### src/hw/tcr_pkg.sv
// Constants and carrier types for the transmit control and hardware configuration registers.
// Assumes a single 20 MHz clock and a host on an asynchronous SRAM-like strobe bus.
// What this block does
// - TX status flush empties status FIFO, self-clears
// - TX data flush empties data FIFO, self-clears
// - Full status FIFO stalls transmitter unless allowed
// - Status-full interrupt ignores the overrun allowance
// - Transmit enable runs transmitter on queued data
// - Transmit enable clears after requested stop halts
// - Stop finishes current frame, then self-clears
// - Writes to stop ignored while it reads high
// - TX allocation field in 1KB units, reset 5
// - TX status takes 512 bytes, minimum 2KB
// - RX gets 16KB minus the TX allocation
// - TX data area shares commands and payload
// - Bus-width bit reflects the bus-width strap
// - Soft reset without PHY clocks times out, flags
// - Soft reset clears TX control and error flags
// - Writes ignored until first read after reset
package tcr_pkg;

	localparam logic [7:0]  TX_CTRL_OFS    = 8'h70;
	localparam logic [7:0]  HWCONF_OFS     = 8'h74;
	localparam int          TXS_FLUSH_BIT  = 15;
	localparam int          TXD_FLUSH_BIT  = 14;
	localparam int          OVR_ALLOW_BIT  = 2;
	localparam int          TX_ENABLE_BIT  = 1;
	localparam int          TX_STOP_BIT    = 0;
	localparam int          MBO_BIT        = 20;
	localparam int          ALLOC_LSB      = 16;
	localparam int          WIDTH_BIT      = 2;
	localparam int          SOFT_RESET_TIMEOUT_FLAG_BIT    = 1;
	localparam int          SOFT_RESET_REQUEST_BIT       = 0;
	localparam logic [3:0]  ALLOC_RST      = 4'h5;
	localparam logic [3:0]  ALLOC_MIN      = 4'h2;
	localparam logic [14:0] KBYTE          = 15'h0400;
	localparam logic [14:0] TXS_BYTES      = 15'h0200;
	localparam logic [15:0] BUF_BYTES      = 16'h4000;
	localparam int          MCLK_KHZ       = 20000;
	localparam int          SOFT_RESET_TIMEOUT_FLAG_US     = 10;
	localparam int          SOFT_RESET_TIMEOUT_FLAG_CYC    = SOFT_RESET_TIMEOUT_FLAG_US * MCLK_KHZ / 1000;
	localparam logic [7:0]  SOFT_RESET_TIMEOUT_FLAG_CNT    = 8'(SOFT_RESET_TIMEOUT_FLAG_CYC);

	// Host pins as one bundle so the synchroniser treats them alike.
	typedef struct packed {
		logic        cs_b;
		logic        rd_b;
		logic        wr_b;
		logic        strap;
		logic [7:0]  addr;
		logic [31:0] wdata;
	} tcr_pins_t;

	// Controls handed to the transmitter.
	typedef struct packed {
		logic run;
		logic stop_req;
		logic status_flush;
		logic data_flush;
	} tcr_tx_ctl_t;

	typedef enum logic [1:0] {
		SR_IDLE = 2'b01,
		SR_WAIT = 2'b10
	} tcr_soft_reset_request_t;

endpackage

### src/hw/tcr_regs.sv
// Transmit control and hardware configuration registers behind the host strobe bus.
// Assumes the transmitter reports halt and status-full on mclk; host pins are asynchronous.
module tcr_regs (
	input  wire logic                  mclk,
	input  wire logic                  rst_b,
	input  wire logic                  host_cs_b,
	input  wire logic                  host_rd_b,
	input  wire logic                  host_wr_b,
	input  wire logic [7:0]            host_addr,
	input  wire logic [31:0]           host_data_in,
	output logic      [31:0]           host_data_out,
	output logic                       host_data_oe,
	input  wire logic                  bus_width_strap,
	input  wire logic                  wake_event,
	input  wire logic                  tx_halted,
	input  wire logic                  tx_status_full,
	input  wire logic                  phy_clocks_ok,
	output tcr_pkg::tcr_tx_ctl_t       tx_ctl,
	output logic                       tx_status_full_int,
	output logic [14:0]                tx_data_bytes,
	output logic [15:0]                rx_total_bytes,
	output logic                       mac_soft_reset,
	output logic                       tx_rx_error_flags_clr
);

	// Three-stage pin synchroniser; a level is accepted when stages two and three agree.
	tcr_pkg::tcr_pins_t pin_s1_r, pin_s2_r, pin_s3_r, pin_f_r, pin_prev_r;
	tcr_pkg::tcr_pins_t pin_now;

	assign pin_now = '{cs_b: host_cs_b, rd_b: host_rd_b, wr_b: host_wr_b,
		strap: bus_width_strap, addr: host_addr, wdata: host_data_in};

	always_ff @(posedge mclk or negedge rst_b) begin
		if (!rst_b) begin
			pin_s1_r <= '{cs_b: 1'b1, rd_b: 1'b1, wr_b: 1'b1, default: '0};
			pin_s2_r <= '{cs_b: 1'b1, rd_b: 1'b1, wr_b: 1'b1, default: '0};
			pin_s3_r <= '{cs_b: 1'b1, rd_b: 1'b1, wr_b: 1'b1, default: '0};
		end else begin
			pin_s1_r <= pin_now;
			pin_s2_r <= pin_s1_r;
			pin_s3_r <= pin_s2_r;
		end
	end

	// Filtered copy and its previous value for strobe edge detection.
	always_ff @(posedge mclk or negedge rst_b) begin
		if (!rst_b) begin
			pin_f_r    <= '{cs_b: 1'b1, rd_b: 1'b1, wr_b: 1'b1, default: '0};
			pin_prev_r <= '{cs_b: 1'b1, rd_b: 1'b1, wr_b: 1'b1, default: '0};
		end else begin
			if (pin_s2_r == pin_s3_r) begin
				pin_f_r <= pin_s3_r;
			end
			pin_prev_r <= pin_f_r;
		end
	end

	// Strobe decode: an access starts on the first filtered cycle with chip select and strobe low.
	wire rd_act   = !pin_f_r.cs_b && !pin_f_r.rd_b;
	wire wr_act   = !pin_f_r.cs_b && !pin_f_r.wr_b;
	wire rd_start = rd_act && !(!pin_prev_r.cs_b && !pin_prev_r.rd_b);
	wire wr_start = wr_act && !(!pin_prev_r.cs_b && !pin_prev_r.wr_b);
	wire sel_txc  = pin_f_r.addr == tcr_pkg::TX_CTRL_OFS;
	wire sel_hwc  = pin_f_r.addr == tcr_pkg::HWCONF_OFS;
	wire [31:0] wd = pin_f_r.wdata;

	// Register state.
	logic       unlock_r;
	logic       allow_r;
	logic       tx_on_r;
	logic       stop_r;
	logic       mbo_r;
	logic [3:0] alloc_r;
	logic       soft_reset_timeout_flag_r;
	logic       soft_reset_request_busy_r;
	tcr_pkg::tcr_soft_reset_request_t sr_state_r, sr_nxt;
	logic [7:0] sr_cnt_r;

	// A write is honoured only once a read has unlocked the bus.
	wire wr_ok    = wr_start && unlock_r;
	wire wr_txc   = wr_ok && sel_txc;
	wire wr_hwc   = wr_ok && sel_hwc;
	wire soft_reset_request_go  = wr_hwc && wd[tcr_pkg::SOFT_RESET_REQUEST_BIT] && (sr_state_r == tcr_pkg::SR_IDLE);
	wire soft_reset_request_ok  = (sr_state_r == tcr_pkg::SR_WAIT) && phy_clocks_ok;
	wire soft_reset_request_tmo = (sr_state_r == tcr_pkg::SR_WAIT) && !phy_clocks_ok
		&& (sr_cnt_r == tcr_pkg::SOFT_RESET_TIMEOUT_FLAG_CNT - 8'h01);
	wire halt_done = stop_r && tx_halted;
	wire stop_set  = wr_txc && wd[tcr_pkg::TX_STOP_BIT] && !stop_r;

	// Unlock: cleared by power-on, soft reset or a wake from power saving, set by any read.
	always_ff @(posedge mclk or negedge rst_b) begin
		if (!rst_b) begin
			unlock_r <= 1'b0;
		end else if (rd_start) begin
			unlock_r <= 1'b1;
		end else if (soft_reset_request_ok || wake_event) begin
			unlock_r <= 1'b0;
		end
	end

	// Transmit control. A software set of enable wins over the automatic clear in the same cycle.
	always_ff @(posedge mclk or negedge rst_b) begin
		if (!rst_b) begin
			allow_r <= 1'b0;
			tx_on_r <= 1'b0;
			stop_r  <= 1'b0;
		end else if (soft_reset_request_ok) begin
			allow_r <= 1'b0;
			tx_on_r <= 1'b0;
			stop_r  <= 1'b0;
		end else begin
			if (wr_txc) begin
				allow_r <= wd[tcr_pkg::OVR_ALLOW_BIT];
			end
			if (wr_txc) begin
				tx_on_r <= wd[tcr_pkg::TX_ENABLE_BIT];
			end else if (halt_done) begin
				tx_on_r <= 1'b0;
			end
			if (stop_set) begin
				stop_r <= 1'b1;
			end else if (halt_done) begin
				stop_r <= 1'b0;
			end
		end
	end

	// Hardware configuration; these bits survive soft reset so the FIFO split stays put.
	always_ff @(posedge mclk or negedge rst_b) begin
		if (!rst_b) begin
			mbo_r   <= 1'b0;
			alloc_r <= tcr_pkg::ALLOC_RST;
		end else if (wr_hwc) begin
			mbo_r   <= wd[tcr_pkg::MBO_BIT];
			alloc_r <= wd[tcr_pkg::ALLOC_LSB +: 4];
		end
	end

	// Soft reset sequencer: waits for the PHY clocks, gives up after the timeout.
	always_comb begin
		sr_nxt = sr_state_r;
		case (sr_state_r)
			tcr_pkg::SR_IDLE: begin
				if (soft_reset_request_go) begin
					sr_nxt = tcr_pkg::SR_WAIT;
				end
			end
			tcr_pkg::SR_WAIT: begin
				if (soft_reset_request_ok || soft_reset_request_tmo) begin
					sr_nxt = tcr_pkg::SR_IDLE;
				end
			end
			default: begin
				sr_nxt = tcr_pkg::SR_IDLE;
			end
		endcase
	end

	always_ff @(posedge mclk or negedge rst_b) begin
		if (!rst_b) begin
			sr_state_r  <= tcr_pkg::SR_IDLE;
			sr_cnt_r    <= 8'h00;
			soft_reset_timeout_flag_r   <= 1'b0;
			soft_reset_request_busy_r <= 1'b0;
		end else begin
			sr_state_r  <= sr_nxt;
			sr_cnt_r    <= (sr_state_r == tcr_pkg::SR_WAIT) ? sr_cnt_r + 8'h01 : 8'h00;
			soft_reset_request_busy_r <= (sr_nxt == tcr_pkg::SR_WAIT);
			if (soft_reset_request_tmo) begin
				soft_reset_timeout_flag_r <= 1'b1;
			end else if (soft_reset_request_go || soft_reset_request_ok) begin
				soft_reset_timeout_flag_r <= 1'b0;
			end
		end
	end

	// The allocation is clamped at the 2KB floor so a reserved code cannot underflow the split.
	wire [3:0]  alloc_eff = (alloc_r < tcr_pkg::ALLOC_MIN) ? tcr_pkg::ALLOC_MIN : alloc_r;
	wire [14:0] tx_tot    = 15'(alloc_eff) * tcr_pkg::KBYTE;
	wire [14:0] txd_calc  = tx_tot - tcr_pkg::TXS_BYTES;
	wire [15:0] rx_calc   = tcr_pkg::BUF_BYTES - {1'b0, tx_tot};
	// Full status FIFO stalls transmission unless overrun is allowed.
	wire        run_calc  = tx_on_r && !(tx_status_full && !allow_r);

	// Read data; reserved positions stay zero.
	// Both flush bits self-clear, so they always read back as zero.
	wire [31:0] rd_txc = {16'h0000, 1'b0, 1'b0, 11'h000,
		allow_r, tx_on_r, stop_r};
	wire [31:0] rd_hwc = {11'h000, mbo_r, alloc_r, 13'h0000,
		pin_f_r.strap, soft_reset_timeout_flag_r, soft_reset_request_busy_r};
	wire [31:0] rd_mux = sel_txc ? rd_txc : (sel_hwc ? rd_hwc : 32'h0000_0000);

	// Host data drive: captured at read start, held while the strobe stays active.
	always_ff @(posedge mclk or negedge rst_b) begin
		if (!rst_b) begin
			host_data_out <= 32'h0000_0000;
			host_data_oe  <= 1'b0;
		end else begin
			host_data_oe <= rd_act;
			if (rd_start) begin
				host_data_out <= rd_mux;
			end
		end
	end

	// Transmitter controls and derived sizes, all registered outputs.
	always_ff @(posedge mclk or negedge rst_b) begin
		if (!rst_b) begin
			tx_ctl                <= '0;
			tx_status_full_int    <= 1'b0;
			tx_data_bytes         <= 15'h0000;
			rx_total_bytes        <= 16'h0000;
			mac_soft_reset        <= 1'b0;
			tx_rx_error_flags_clr <= 1'b0;
		end else begin
			tx_ctl.run          <= run_calc;
			tx_ctl.stop_req     <= stop_r;
			tx_ctl.status_flush <= wr_txc && wd[tcr_pkg::TXS_FLUSH_BIT];
			tx_ctl.data_flush   <= wr_txc && wd[tcr_pkg::TXD_FLUSH_BIT];
			tx_status_full_int  <= tx_status_full;
			tx_data_bytes       <= txd_calc;
			rx_total_bytes      <= rx_calc;
			mac_soft_reset        <= soft_reset_request_ok;
			tx_rx_error_flags_clr <= soft_reset_request_ok;
		end
	end

	// Checks on the behaviour above.
	a_status_flush: assert property (@(posedge mclk) disable iff (!rst_b)
		wr_txc && wd[tcr_pkg::TXS_FLUSH_BIT] |=> tx_ctl.status_flush ##1 !tx_ctl.status_flush)
		else $error("status flush pulse wrong");
	a_data_flush: assert property (@(posedge mclk) disable iff (!rst_b)
		tx_ctl.data_flush |-> $past(wr_txc) && !$past(wd[tcr_pkg::TXD_FLUSH_BIT] == 1'b0))
		else $error("data flush without write");
	a_overrun_stall: assert property (@(posedge mclk) disable iff (!rst_b)
		tx_status_full && !allow_r |=> !tx_ctl.run)
		else $error("transmitter ran on full status FIFO");
	a_full_int: assert property (@(posedge mclk) disable iff (!rst_b)
		tx_status_full |=> tx_status_full_int)
		else $error("status full interrupt missing");
	a_enable_clear: assert property (@(posedge mclk) disable iff (!rst_b)
		halt_done && !wr_txc && !soft_reset_request_ok |=> !tx_on_r && !stop_r)
		else $error("enable or stop not cleared on halt");
	a_stop_hold: assert property (@(posedge mclk) disable iff (!rst_b)
		stop_r && !tx_halted && !soft_reset_request_ok |=> stop_r)
		else $error("stop dropped before halt");
	a_soft_reset_request_timeout: assert property (@(posedge mclk) disable iff (!rst_b)
		soft_reset_request_go ##1 (!phy_clocks_ok) [*8] |-> ##[1:300] soft_reset_timeout_flag_r || phy_clocks_ok)
		else $error("soft reset timeout not flagged");
	a_soft_reset_request_clear: assert property (@(posedge mclk) disable iff (!rst_b)
		soft_reset_request_ok |=> mac_soft_reset && tx_rx_error_flags_clr && !tx_on_r)
		else $error("soft reset effects missing");
	a_write_lock: assert property (@(posedge mclk) disable iff (!rst_b)
		wr_start && !unlock_r && !soft_reset_request_ok |=> $stable(alloc_r) && $stable(mbo_r)
		&& $stable(allow_r) && ($stable(tx_on_r) || $past(halt_done)))
		else $error("write accepted before first read");
	a_alloc_split: assert property (@(posedge mclk) disable iff (!rst_b)
		{1'b0, tx_data_bytes} + rx_total_bytes + 16'h0200 == tcr_pkg::BUF_BYTES
		|| $changed(alloc_r) || $past(alloc_r) != alloc_r || tx_data_bytes == 15'h0000)
		else $error("FIFO split does not sum to buffer");

endmodule

### config.mk
export PLATFORM = sky130hd
export DESIGN_NAME = tcr_regs
export DESIGN_NICKNAME = d
export VERILOG_FILES = /design/src/hw/tcr_pkg.sv /design/src/hw/tcr_regs.sv
export SDC_FILE = /design/constraint.sdc
export NUM_CORES = 1
export LEC_CHECK = 0
export ABC_AREA = 1
export BUFFER_PORTS_ARGS = -buffer_cell sky130_fd_sc_hd__buf_4
export CELL_PAD_IN_SITES_DETAIL_PLACEMENT = 1
export CELL_PAD_IN_SITES_GLOBAL_PLACEMENT = 2
export CORE_ASPECT_RATIO = 1.25
export CORE_UTILIZATION = 39
export CTS_CLUSTER_DIAMETER = 200
export DETAILED_ROUTE_END_ITERATION = 6
export GPL_TIMING_DRIVEN = 0
export HOLD_SLACK_MARGIN = 0.02
export PLACE_DENSITY = 0.94
export SLEW_MARGIN = 20
export SYNTH_ARGS = -nofsm -noshare
export SYNTH_HDL_FRONTEND = slang
export SYNTH_SLANG_ARGS = --single-unit
### constraint.sdc
create_clock -name mclk -period 2.95 [get_ports mclk]
set_input_delay 0.295 -clock mclk [delete_from_list [all_inputs] [get_ports mclk]]
set_output_delay 0.295 -clock mclk [all_outputs]
set_load 0.01 [all_outputs]
==> results.yml, run 1 <==
die:
  die-area_um2: 19600
  start_util_pct: 39.7
  rows: 56
  die_x_um: 125
  die_h_um: 156
  io_pins: 121
  core_area_um2: 18700
synth:
  synthTopCellsByArea: "dfrtp_1 (63%), nand2_1 (8.2%), dfstp_2 (6.4%)"
  avgSynthCellArea_um2: 11.1
  synth-seq-cells: 204
  synth_cells: 667
  synth_area_leader_cell: "dfrtp_1"
  yosysWarnings: 0
  seq_area_frac_synth_pct: 69.1
  synth_top_area_share_pct: 62.7
  netlist_area_um2: 7420
  synth.distinct_cells: 31
worst_setup_path:
  start_kind: "flop"
  worstSetupEndpointType: "flop"
  crit_slowest_cell: "nor4_2"
  critPathArrivalTime_ps: 2110
  slowest_delay_ps: 420
  crit_chain: "inv_1 -> nand4_1 -> nor4_2 -> nand2_1 -> o21ai_0 -> nor2_1"
  crit_required_ps: 3330
  critical_path_class: "flop to flop"
  critPathMaxFanout: 5
grt:
  groute.usage.overall_pct: 15.3
  globalRouteOverflowTotal: 0
  grt_pass1_vias: 5167
  antenna_found_initial: 0
  grt_first_pass_wirelength_um: 24300
  grt_start_max_net_pins: 82
clock_network:
  clk_latency_ps: 490
  cts_resized: 0
  clk_pin_slew_ps: 60
  cts_made_buffers: 21
  post-cts-setup-buffers: 0
  clock_path_buffers: 3
  cts_tree: "built"
  cts-root-buf: "clkbuf_16"
  h-tree-depth: 1
  clock-sinks: 204
timing:
  fmaxAchievable_mhz: 576
  min_period_over_period_pct: 58.8
  hold_viol_final: 0
  fin_hold_ws_ps: 86.8
  period_minus_slack_ps: 1740
  rsz0062_at_grt: "no"
  tns_ps: 0
  skew_ps: 5.33
  setup_viol_count_final: 0
  slew_viol_final: 0
  relSlewSlack_pct: 65.1
  tightest_slew_ps: 519
detailed_routing:
  wl_per_cell_um: 12.8
  drcViolationCount: 8
  vias: 4813
  firstDrtPassIters: 7
  drt-initial-drc-count: 210
  vias_per_cell: 4.35
  routed_wl_um: 14100
  ant_nets: 0
power_and_ir_drop:
  power_mw: 5.89
  p_int_mw: 4.61
  seq_power_share_pct: 50.2
  p_leak_nw: 4.87
  power_switching_mw: 1.28
  p_per_area_nw_per_um2: 610
  p_clk_share_pct: 43.9
  power_switching_share_pct: 21.7
  p_comb_share_pct: 5.9
  ir_drop_mv: 0.370
layout:
  utilization_pct: 51.6
  nNetsFinal: 913
  fillCellCount: 2005
  area_delta_synth_final_pct: 30.0
  postLayoutCellArea_um2: 9650
  drive_gt1_share_pct: 22.0
  diodes: 0
place:
  place_area_um2: 8510
  portBuffers: 76
  hpwlAfterDp_um: 9700
  place.gp.congestion: 0.731
job:
  drv_cap: 0
run_status:
  status: "complete, but fails checks"
  violations: "DRC"
worst_hold_path:
  min_path_type: "primary input to flop"
==> repair_timing <==
| item | in CTS | in global routing |
|---|---|---|
| hold buffers | 47 | 0 |
| setup endpoints to repair | 0 | 0 |
| hold endpoints to repair | 106 | 0 |
==> cells in the final DEF (no fill, tap or decap), drive strengths merged, types with 18 or more instances in the layout <==
cell type	Yosys	routed
xnor2	26	26
clkbuf	1	30
dlygate4sd3	0	47
conb	2	46
dfrtp	186	186
nand3	33	33
buf	52	130
nand2	164	164
dfstp	18	18
inv	80	82
nor2	53	53
==> registers in the layout (all words and copies together) (netlist names), 2 cells and up <==
name and flops:
pin_s1_r 44, pin_s2_r 44, pin_s3_r 44, pin_f_r 12, wd 10, host_data_out 8
sr_cnt_r 8, tx_data_bytes 6, rx_total_bytes 5, alloc_r 4, tx_ctl 4, pin_prev_r 3
sr_state_r 2
==> metrics by stage <==
step	worst slack [ps]	instances
6_report	1210	1106
5_1_grt	1030	1106
4_1_cts	1180	1106
3_5_place_dp	1190	1021
3_3_place_gp	226	1019
2_1_floorplan	1500	711
==> cell type report <==
cell class / instances / area [µm²] / area share, %
flip-flops and latches: 204 / 5130 / 53.1
multi-input cells: 373 / 1750 / 18.2
repair buffers: 125 / 1100 / 11.4
clock buffers: 29 / 566 / 5.86
plain buffers: 53 / 402 / 4.16
inverters: 81 / 304 / 3.15
well taps: 232 / 290 / 3.01
clock inverters: 9 / 105 / 1.09
==> Yosys cell counts (all sizes together) <==
master and instances:
a21oi 13, nand4 5, buf 52, dfstp 18
dfrtp 186, inv 80, xnor2 26, a21boi 1
nand3 33, mux2 1, nor4 3, clkinv 1
o31ai 5, conb 2, xor2 3, nor3 4
nor2 53, clkbuf 1, o21ai 7, nand2 164
ha 4, a31oi 4, nand3b 1
==> power by group through the flow <==
stage	Clock (mW)	Sequential [mW]	Combinational, mW
final	2.58	2.96	0.348
after global routing	2.78	2.97	0.394
after CTS	2.67	2.96	0.351
after detailed placement	0	3.01	0.299
after global placement	0	3.00	0.279
after floorplan	0	2.99	0.157
==> metal layers <==
| metal | vias up | share of wire (%) | track usage (%) |
|---|---|---|---|
| met3 | 24 | 5.3 | 2.70 |
| met4 | 0 | 2.1 | 5.05 |
| met1 | 2331 | 38 | 17.1 |
| met5 | - | 0 | 0 |
| met2 | 124 | 54 | 29.4 |
| li1 | 2334 | - | - |
==> final timing paths <==
path | start | end | slack, ps | cells past startpoint
worst max register to register | pin_f_r[39] | tx_on_r | 1210 | 6
max in group asynchronous | rst_b | pin_s1_r[41] | 1510 | 4
worst min-delay path | tx_halted | stop_r | 90 | 4
worst max-delay path | pin_f_r[39] | tx_on_r | 1210 | 6
worst min register to register | pin_s1_r[6] | pin_s2_r[6] | 340 | 0
min in group asynchronous | rst_b | pin_s1_r[10] | 310 | 2
==> cell families (layout without fill, tap and decap cells) <==
group | Yosys count | count (layout) | synth area share, %
DFF | 204 | 204 | 69.1
and+or+nand+nor | 263 | 263 | 14.7
other | 2 | 46 | 0.101
AOI/OAI and AO/OA | 30 | 30 | 2.29
muxes | 1 | 1 | 0.202
buffers and inverters | 134 | 297 | 9.51
adders and majority gates | 4 | 4 | 0.674
xor gates and xnor gates | 29 | 29 | 3.42
==> worst max-delay path: cells and delay by family, from the launching register on <==
family,cells,cell delay (ps)
AOI/OAI and AO/OA,1,230
buffers and inverters,1,70
DFF,1,380
and+or+nand+nor,4,940
(Power assumes the default switching activity.)
==> inputs of run 2 (changes only) <==
Settings changed: CORE_UTILIZATION 39 to 33, PLACE_DENSITY 0.94 to 0.85.
Clock period 2.95 ns to 1.4 ns, I/O delays scaled along.
==> results.yml, run 2 (synthesized netlist as in run 1, its figures left out) <==
detailed_routing:
  ant_nets: 0
  drt-initial-drc-count: 129
  routed_wl_um: 14900
  wl_per_cell_um: 12.6
  drcViolationCount: 0
  vias_per_cell: 4.12
  firstDrtPassIters: 4
  vias: 4889
clock_network:
  cts_made_buffers: 22
  cts-root-buf: "clkbuf_16"
  clk_latency_ps: 520
  clock-sinks: 204
  clk_pin_slew_ps: 70
  h-tree-depth: 1
  cts_tree: "built"
  clock_path_buffers: 3
timing:
  period_minus_slack_ps: 1630
  rsz0062_at_grt: "yes"
  setup_ws_ps: -230
  fmaxAchievable_mhz: 614
  slew_viol_final: 0
  skew_ps: 20.7
  setup_viol_count_final: 33
  min_period_over_period_pct: 116
  hold_viol_final: 0
power_and_ir_drop:
  p_per_area_nw_per_um2: 1250
  ir_drop_mv: 0.732
  p_leak_nw: 5.13
worst_setup_path:
  crit_chain: "xnor2_1 -> nand2_1 -> nor2_2 -> nand2_1 -> nor2_2 -> nand3_4 -> buf_2 -> nand2_1 -> nand2_1"
  crit_required_ps: 1810
  critPathMaxFanout: 5
  start_kind: "flop"
  slowest_delay_ps: 550
  critical_path_class: "flop to flop"
  worstSetupEndpointType: "flop"
  r2r_end: "pin_f_r[36]"
  rrSetupSlack_ps: -230
  reg2reg_from: "pin_s3_r[43]"
  crit_slowest_cell: "dfstp_2"
  reg2reg_depth: 9
  cp_common_cell: "nand2_1"
  critPathArrivalTime_ps: 2040
place:
  hpwlAfterDp_um: 9560
  dp.cells: 1072
  place.gp.congestion: 0.705
  dpl_worst_slack_ps: -380
  portBuffers: 76
layout:
  diodes: 0
  largest_registers: "pin_s1_r (44), pin_s2_r (44), pin_s3_r (44)"
  fillCellCount: 2396
  drive_gt1_share_pct: 31.7
  final_common_cell: "dfrtp_1"
  nNetsFinal: 944
  layout_common_cells: "dfrtp_1 (185), nand2_1 (150), buf_4 (145)"
  fin_cells: 1188
  area_delta_synth_final_pct: 40.0
die:
  start_util_pct: 33.5
  die-area_um2: 23100
  rows: 61
  die_x_um: 136
  die_h_um: 170
  io_pins: 121
  core_area_um2: 22100
worst_hold_path:
  min_path_type: "primary input to asynchronous set/reset pin"
grt:
  groute.usage.overall_pct: 13.6
  grt_start_max_net_pins: 87
  globalRouteOverflowTotal: 0
  grt_first_pass_wirelength_um: 25000
  antenna_found_initial: 0
  grt_pass1_vias: 5237
run_status:
  status: "complete, but fails checks"
  violations: "setup timing"
job:
  drv_cap: 0
run 2: worst max-delay path by stage:
stage,to,slack (ps),startpoint
global placement,sr_cnt_r[2],-1200,rst_b
CTS,wd[14],-180,pin_s3_r[41]
detailed placement,tx_on_r,-380,pin_f_r[39]
floorplan,pin_f_r[34],-7,pin_s3_r[43]
global route,pin_f_r[36],-320,pin_s2_r[41]
finish,pin_f_r[36],-230,pin_s3_r[43]
run 2: area by class of cell:
cell class / instances / area [µm²] / share of cell area, %
flip-flops and latches: 204 / 5130 / 49.4
repair buffers: 156 / 1370 / 13.2
clock inverters: 11 / 129 / 1.24
plain buffers: 52 / 403 / 3.88
clock buffers: 28 / 633 / 6.09
multi-input cells: 373 / 2060 / 19.9
well taps: 283 / 354 / 3.41
inverters: 81 / 309 / 2.98
run 2: repair_timing:
action / CTS / global route
cloned: 0 / 1
endpoints found under the setup margin: 46 / 49
buffers inserted: 22 / 6
hold endpoints to repair: 161 / 0
resized for setup: 52 / 36
hold buffers: 49 / 0
pin swaps: 16 / 19
run 2: metrics by stage:
stage	setup TNS, ps	cell area, µm²	utilization (%)	power [mW]	hold slack [ps]
floorplan	-110	7600	-	6.64	-156
global placement	-238460	8520	38.5	6.92	250
detailed placement	-7960	8580	38.8	6.98	106
CTS	-4700	10200	46.0	13.1	163
global route	-9010	10400	46.9	13.5	203
finish	-4940	10400	46.9	12.9	126
run 2: where the power goes:
group	internal (mW)	switching, mW	total, mW
Sequential	6.11	0.123	6.24
Clock	3.57	2.36	5.93
Combinational	0.397	0.366	0.763
Total	10.1	2.85	12.9
run 2: layer usage:
metal  track usage, %  wire length, µm  vias to the layer above  share of wire, %
met5                0                0                        -                 0
met3             2.54              780                       28               5.2
li1                 -                -                     2399                 -
met4             4.44              345                        0               2.3
met1             15.5             5930                     2340                40
met2             25.0             7890                      122                53
run 2: critical path, delay by kind of cell (launching register included):
family,cells,cell delay (ps)
xor+xnor,1,120
simple gates,7,680
buf+inv,1,170
flops,1,550
==> inputs of run 3 (changes only) <==
Settings changed: CORE_ASPECT_RATIO 1.25 to 0.5.
==> results.yml, run 3 (synthesized netlist as in run 1, its figures left out) <==
layout:
  utilization_pct: 48.0
  fillCellCount: 2373
  layout_common_cells: "dfrtp_1 (185), nand2_1 (153), buf_4 (142)"
  multi_input_comb_area_um2: 2210
  drive_gt1_share_pct: 33.4
  diodes: 0
  area_delta_synth_final_pct: 41.3
  fin_cells: 1203
  largest_registers: "pin_s1_r (44), pin_s2_r (44), pin_s3_r (44)"
  regArea_um2: 5130
  nNetsFinal: 944
  final_common_cell: "dfrtp_1"
timing:
  setup_ws_ps: -293
  fmaxAchievable_mhz: 591
  slew_viol_final: 0
  setup_viol_count_final: 27
  hold_viol_final: 0
  rsz0062_at_grt: "yes"
  tns_ps: -6110
  period_minus_slack_ps: 1690
  skew_ps: 6.58
  min_period_over_period_pct: 121
power_and_ir_drop:
  p_clk_share_pct: 43.0
  p_leak_nw: 5.15
  seq_power_share_pct: 50.6
  power_switching_share_pct: 21.9
  p_per_area_nw_per_um2: 1180
  power_mw: 12.3
  power_switching_mw: 2.70
  ir_drop_mv: 0.705
  p_comb_share_pct: 6.4
  p_int_mw: 9.64
clock_network:
  cts_tree: "built"
  cts-root-buf: "clkbuf_16"
  clock-sinks: 204
  clk_pin_slew_ps: 60
  clk_latency_ps: 490
  clock_path_buffers: 3
  h-tree-depth: 1
  cts_made_buffers: 20
worst_setup_path:
  critPathMaxFanout: 5
  critical_path_class: "flop to flop"
  crit_required_ps: 1830
  start_kind: "flop"
  cp.depth: 9
  reg2reg_depth: 9
  slowest_delay_ps: 570
  crit_chain: "xnor2_2 -> nand2_2 -> nor2_4 -> buf_6 -> nand3_4 -> nor2_4 -> buf_6 -> nand3_2 -> nand2_1"
  crit_slowest_cell: "dfstp_2"
  critPathTopFamily: "simple AND/OR/NAND/NOR gates"
  worstSetupEndpointType: "flop"
  critPathArrivalTime_ps: 2120
  crit_buf_inv: 2
die:
  io_pins: 121
  rows: 38
  core_area_um2: 21900
  die_h_um: 108
  start_util_pct: 33.9
  die_x_um: 214
  die-area_um2: 23100
worst_hold_path:
  min_path_type: "primary input to asynchronous set/reset pin"
job:
  drv_cap: 0
grt:
  globalRouteOverflowTotal: 0
  grt_start_max_net_pins: 94
  grt_pass1_vias: 5199
  groute.usage.overall_pct: 13.6
  grt_first_pass_wirelength_um: 25500
  antenna_found_initial: 0
detailed_routing:
  ant_nets: 0
  routed_wl_um: 16300
  drcViolationCount: 0
  drt-initial-drc-count: 163
  firstDrtPassIters: 4
  vias_per_cell: 4.11
  wl_per_cell_um: 13.5
  vias: 4945
run_status:
  status: "complete, but fails checks"
  violations: "setup timing"
place:
  hpwlAfterDp_um: 10400
  dp.cells: 1089
  portBuffers: 76
  place.gp.congestion: 0.719
==> run 3: stage by stage <==
stage | setup slack (ps) | hold slack, ps | instance area (µm²)
2_1_floorplan | -6.85 | -156 | 7600
3_3_place_gp | -1160 | 250 | 8540
3_5_place_dp | -353 | 85.9 | 8600
4_1_cts | -318 | 159 | 10100
5_1_grt | -435 | 195 | 10500
6_report | -293 | 148 | 10500
==> run 3: worst reg2reg max path: cells and delay by family, from the launching register on <==
kind | cells | cell delay (ps)
flops | 1 | 570
xor+xnor | 1 | 130
simple gates | 6 | 660
buf+inv | 2 | 290
==> run 3: path summary, 6_finish.rpt <==
check / start / to / slack, ps
min in group mclk: host_data_in[2] / pin_s1_r[2] / 290
worst max-delay path: pin_s3_r[42] / pin_f_r[41] / -290
max in group asynchronous: rst_b / pin_s3_r[39] / 300
worst max register to register: pin_s3_r[42] / pin_f_r[41] / -290
worst min-delay path: rst_b / sr_cnt_r[3] / 150
worst min register to register: pin_s1_r[21] / pin_s2_r[21] / 340
==> run 3: routing by layer <==
layer,global-route usage [%],wire (µm)
met1,17.0,7180
met3,2.67,535
met5,0,0
met4,3.47,234
met2,24.5,8340
==> run 3: cell type report <==
| class | instances | area share (%) |
|---|---|---|
| timing repair buffer | 158 | 13.4 |
| clock inverter | 8 | 0.620 |
| buffer | 52 | 3.86 |
| clock buffer | 27 | 5.61 |
| sequential | 204 | 48.9 |
| tap | 300 | 3.58 |
| inverter | 81 | 2.97 |
| multi-input combinational | 373 | 21.1 |
==> run 3: power by group through the flow <==
stage          Clock, mW  Combinational (mW)  Sequential [mW]
2_1_floorplan          0               0.330             6.31
3_3_place_gp           0               0.597             6.33
3_5_place_dp           0               0.639             6.34
4_1_cts             5.50               0.762             6.24
5_1_grt             5.73               0.884             6.26
6_report            5.31               0.790             6.24
==> run 3: timing repair <==
item / in CTS / in global routing
hold endpoints to repair: 152 / 0
hold buffers: 49 / 0
endpoints found under the setup margin: 44 / 139
pin swaps: 21 / 47
resized for setup: 37 / 83
setup buffers: 21 / 6
gates cloned: 2 / 2
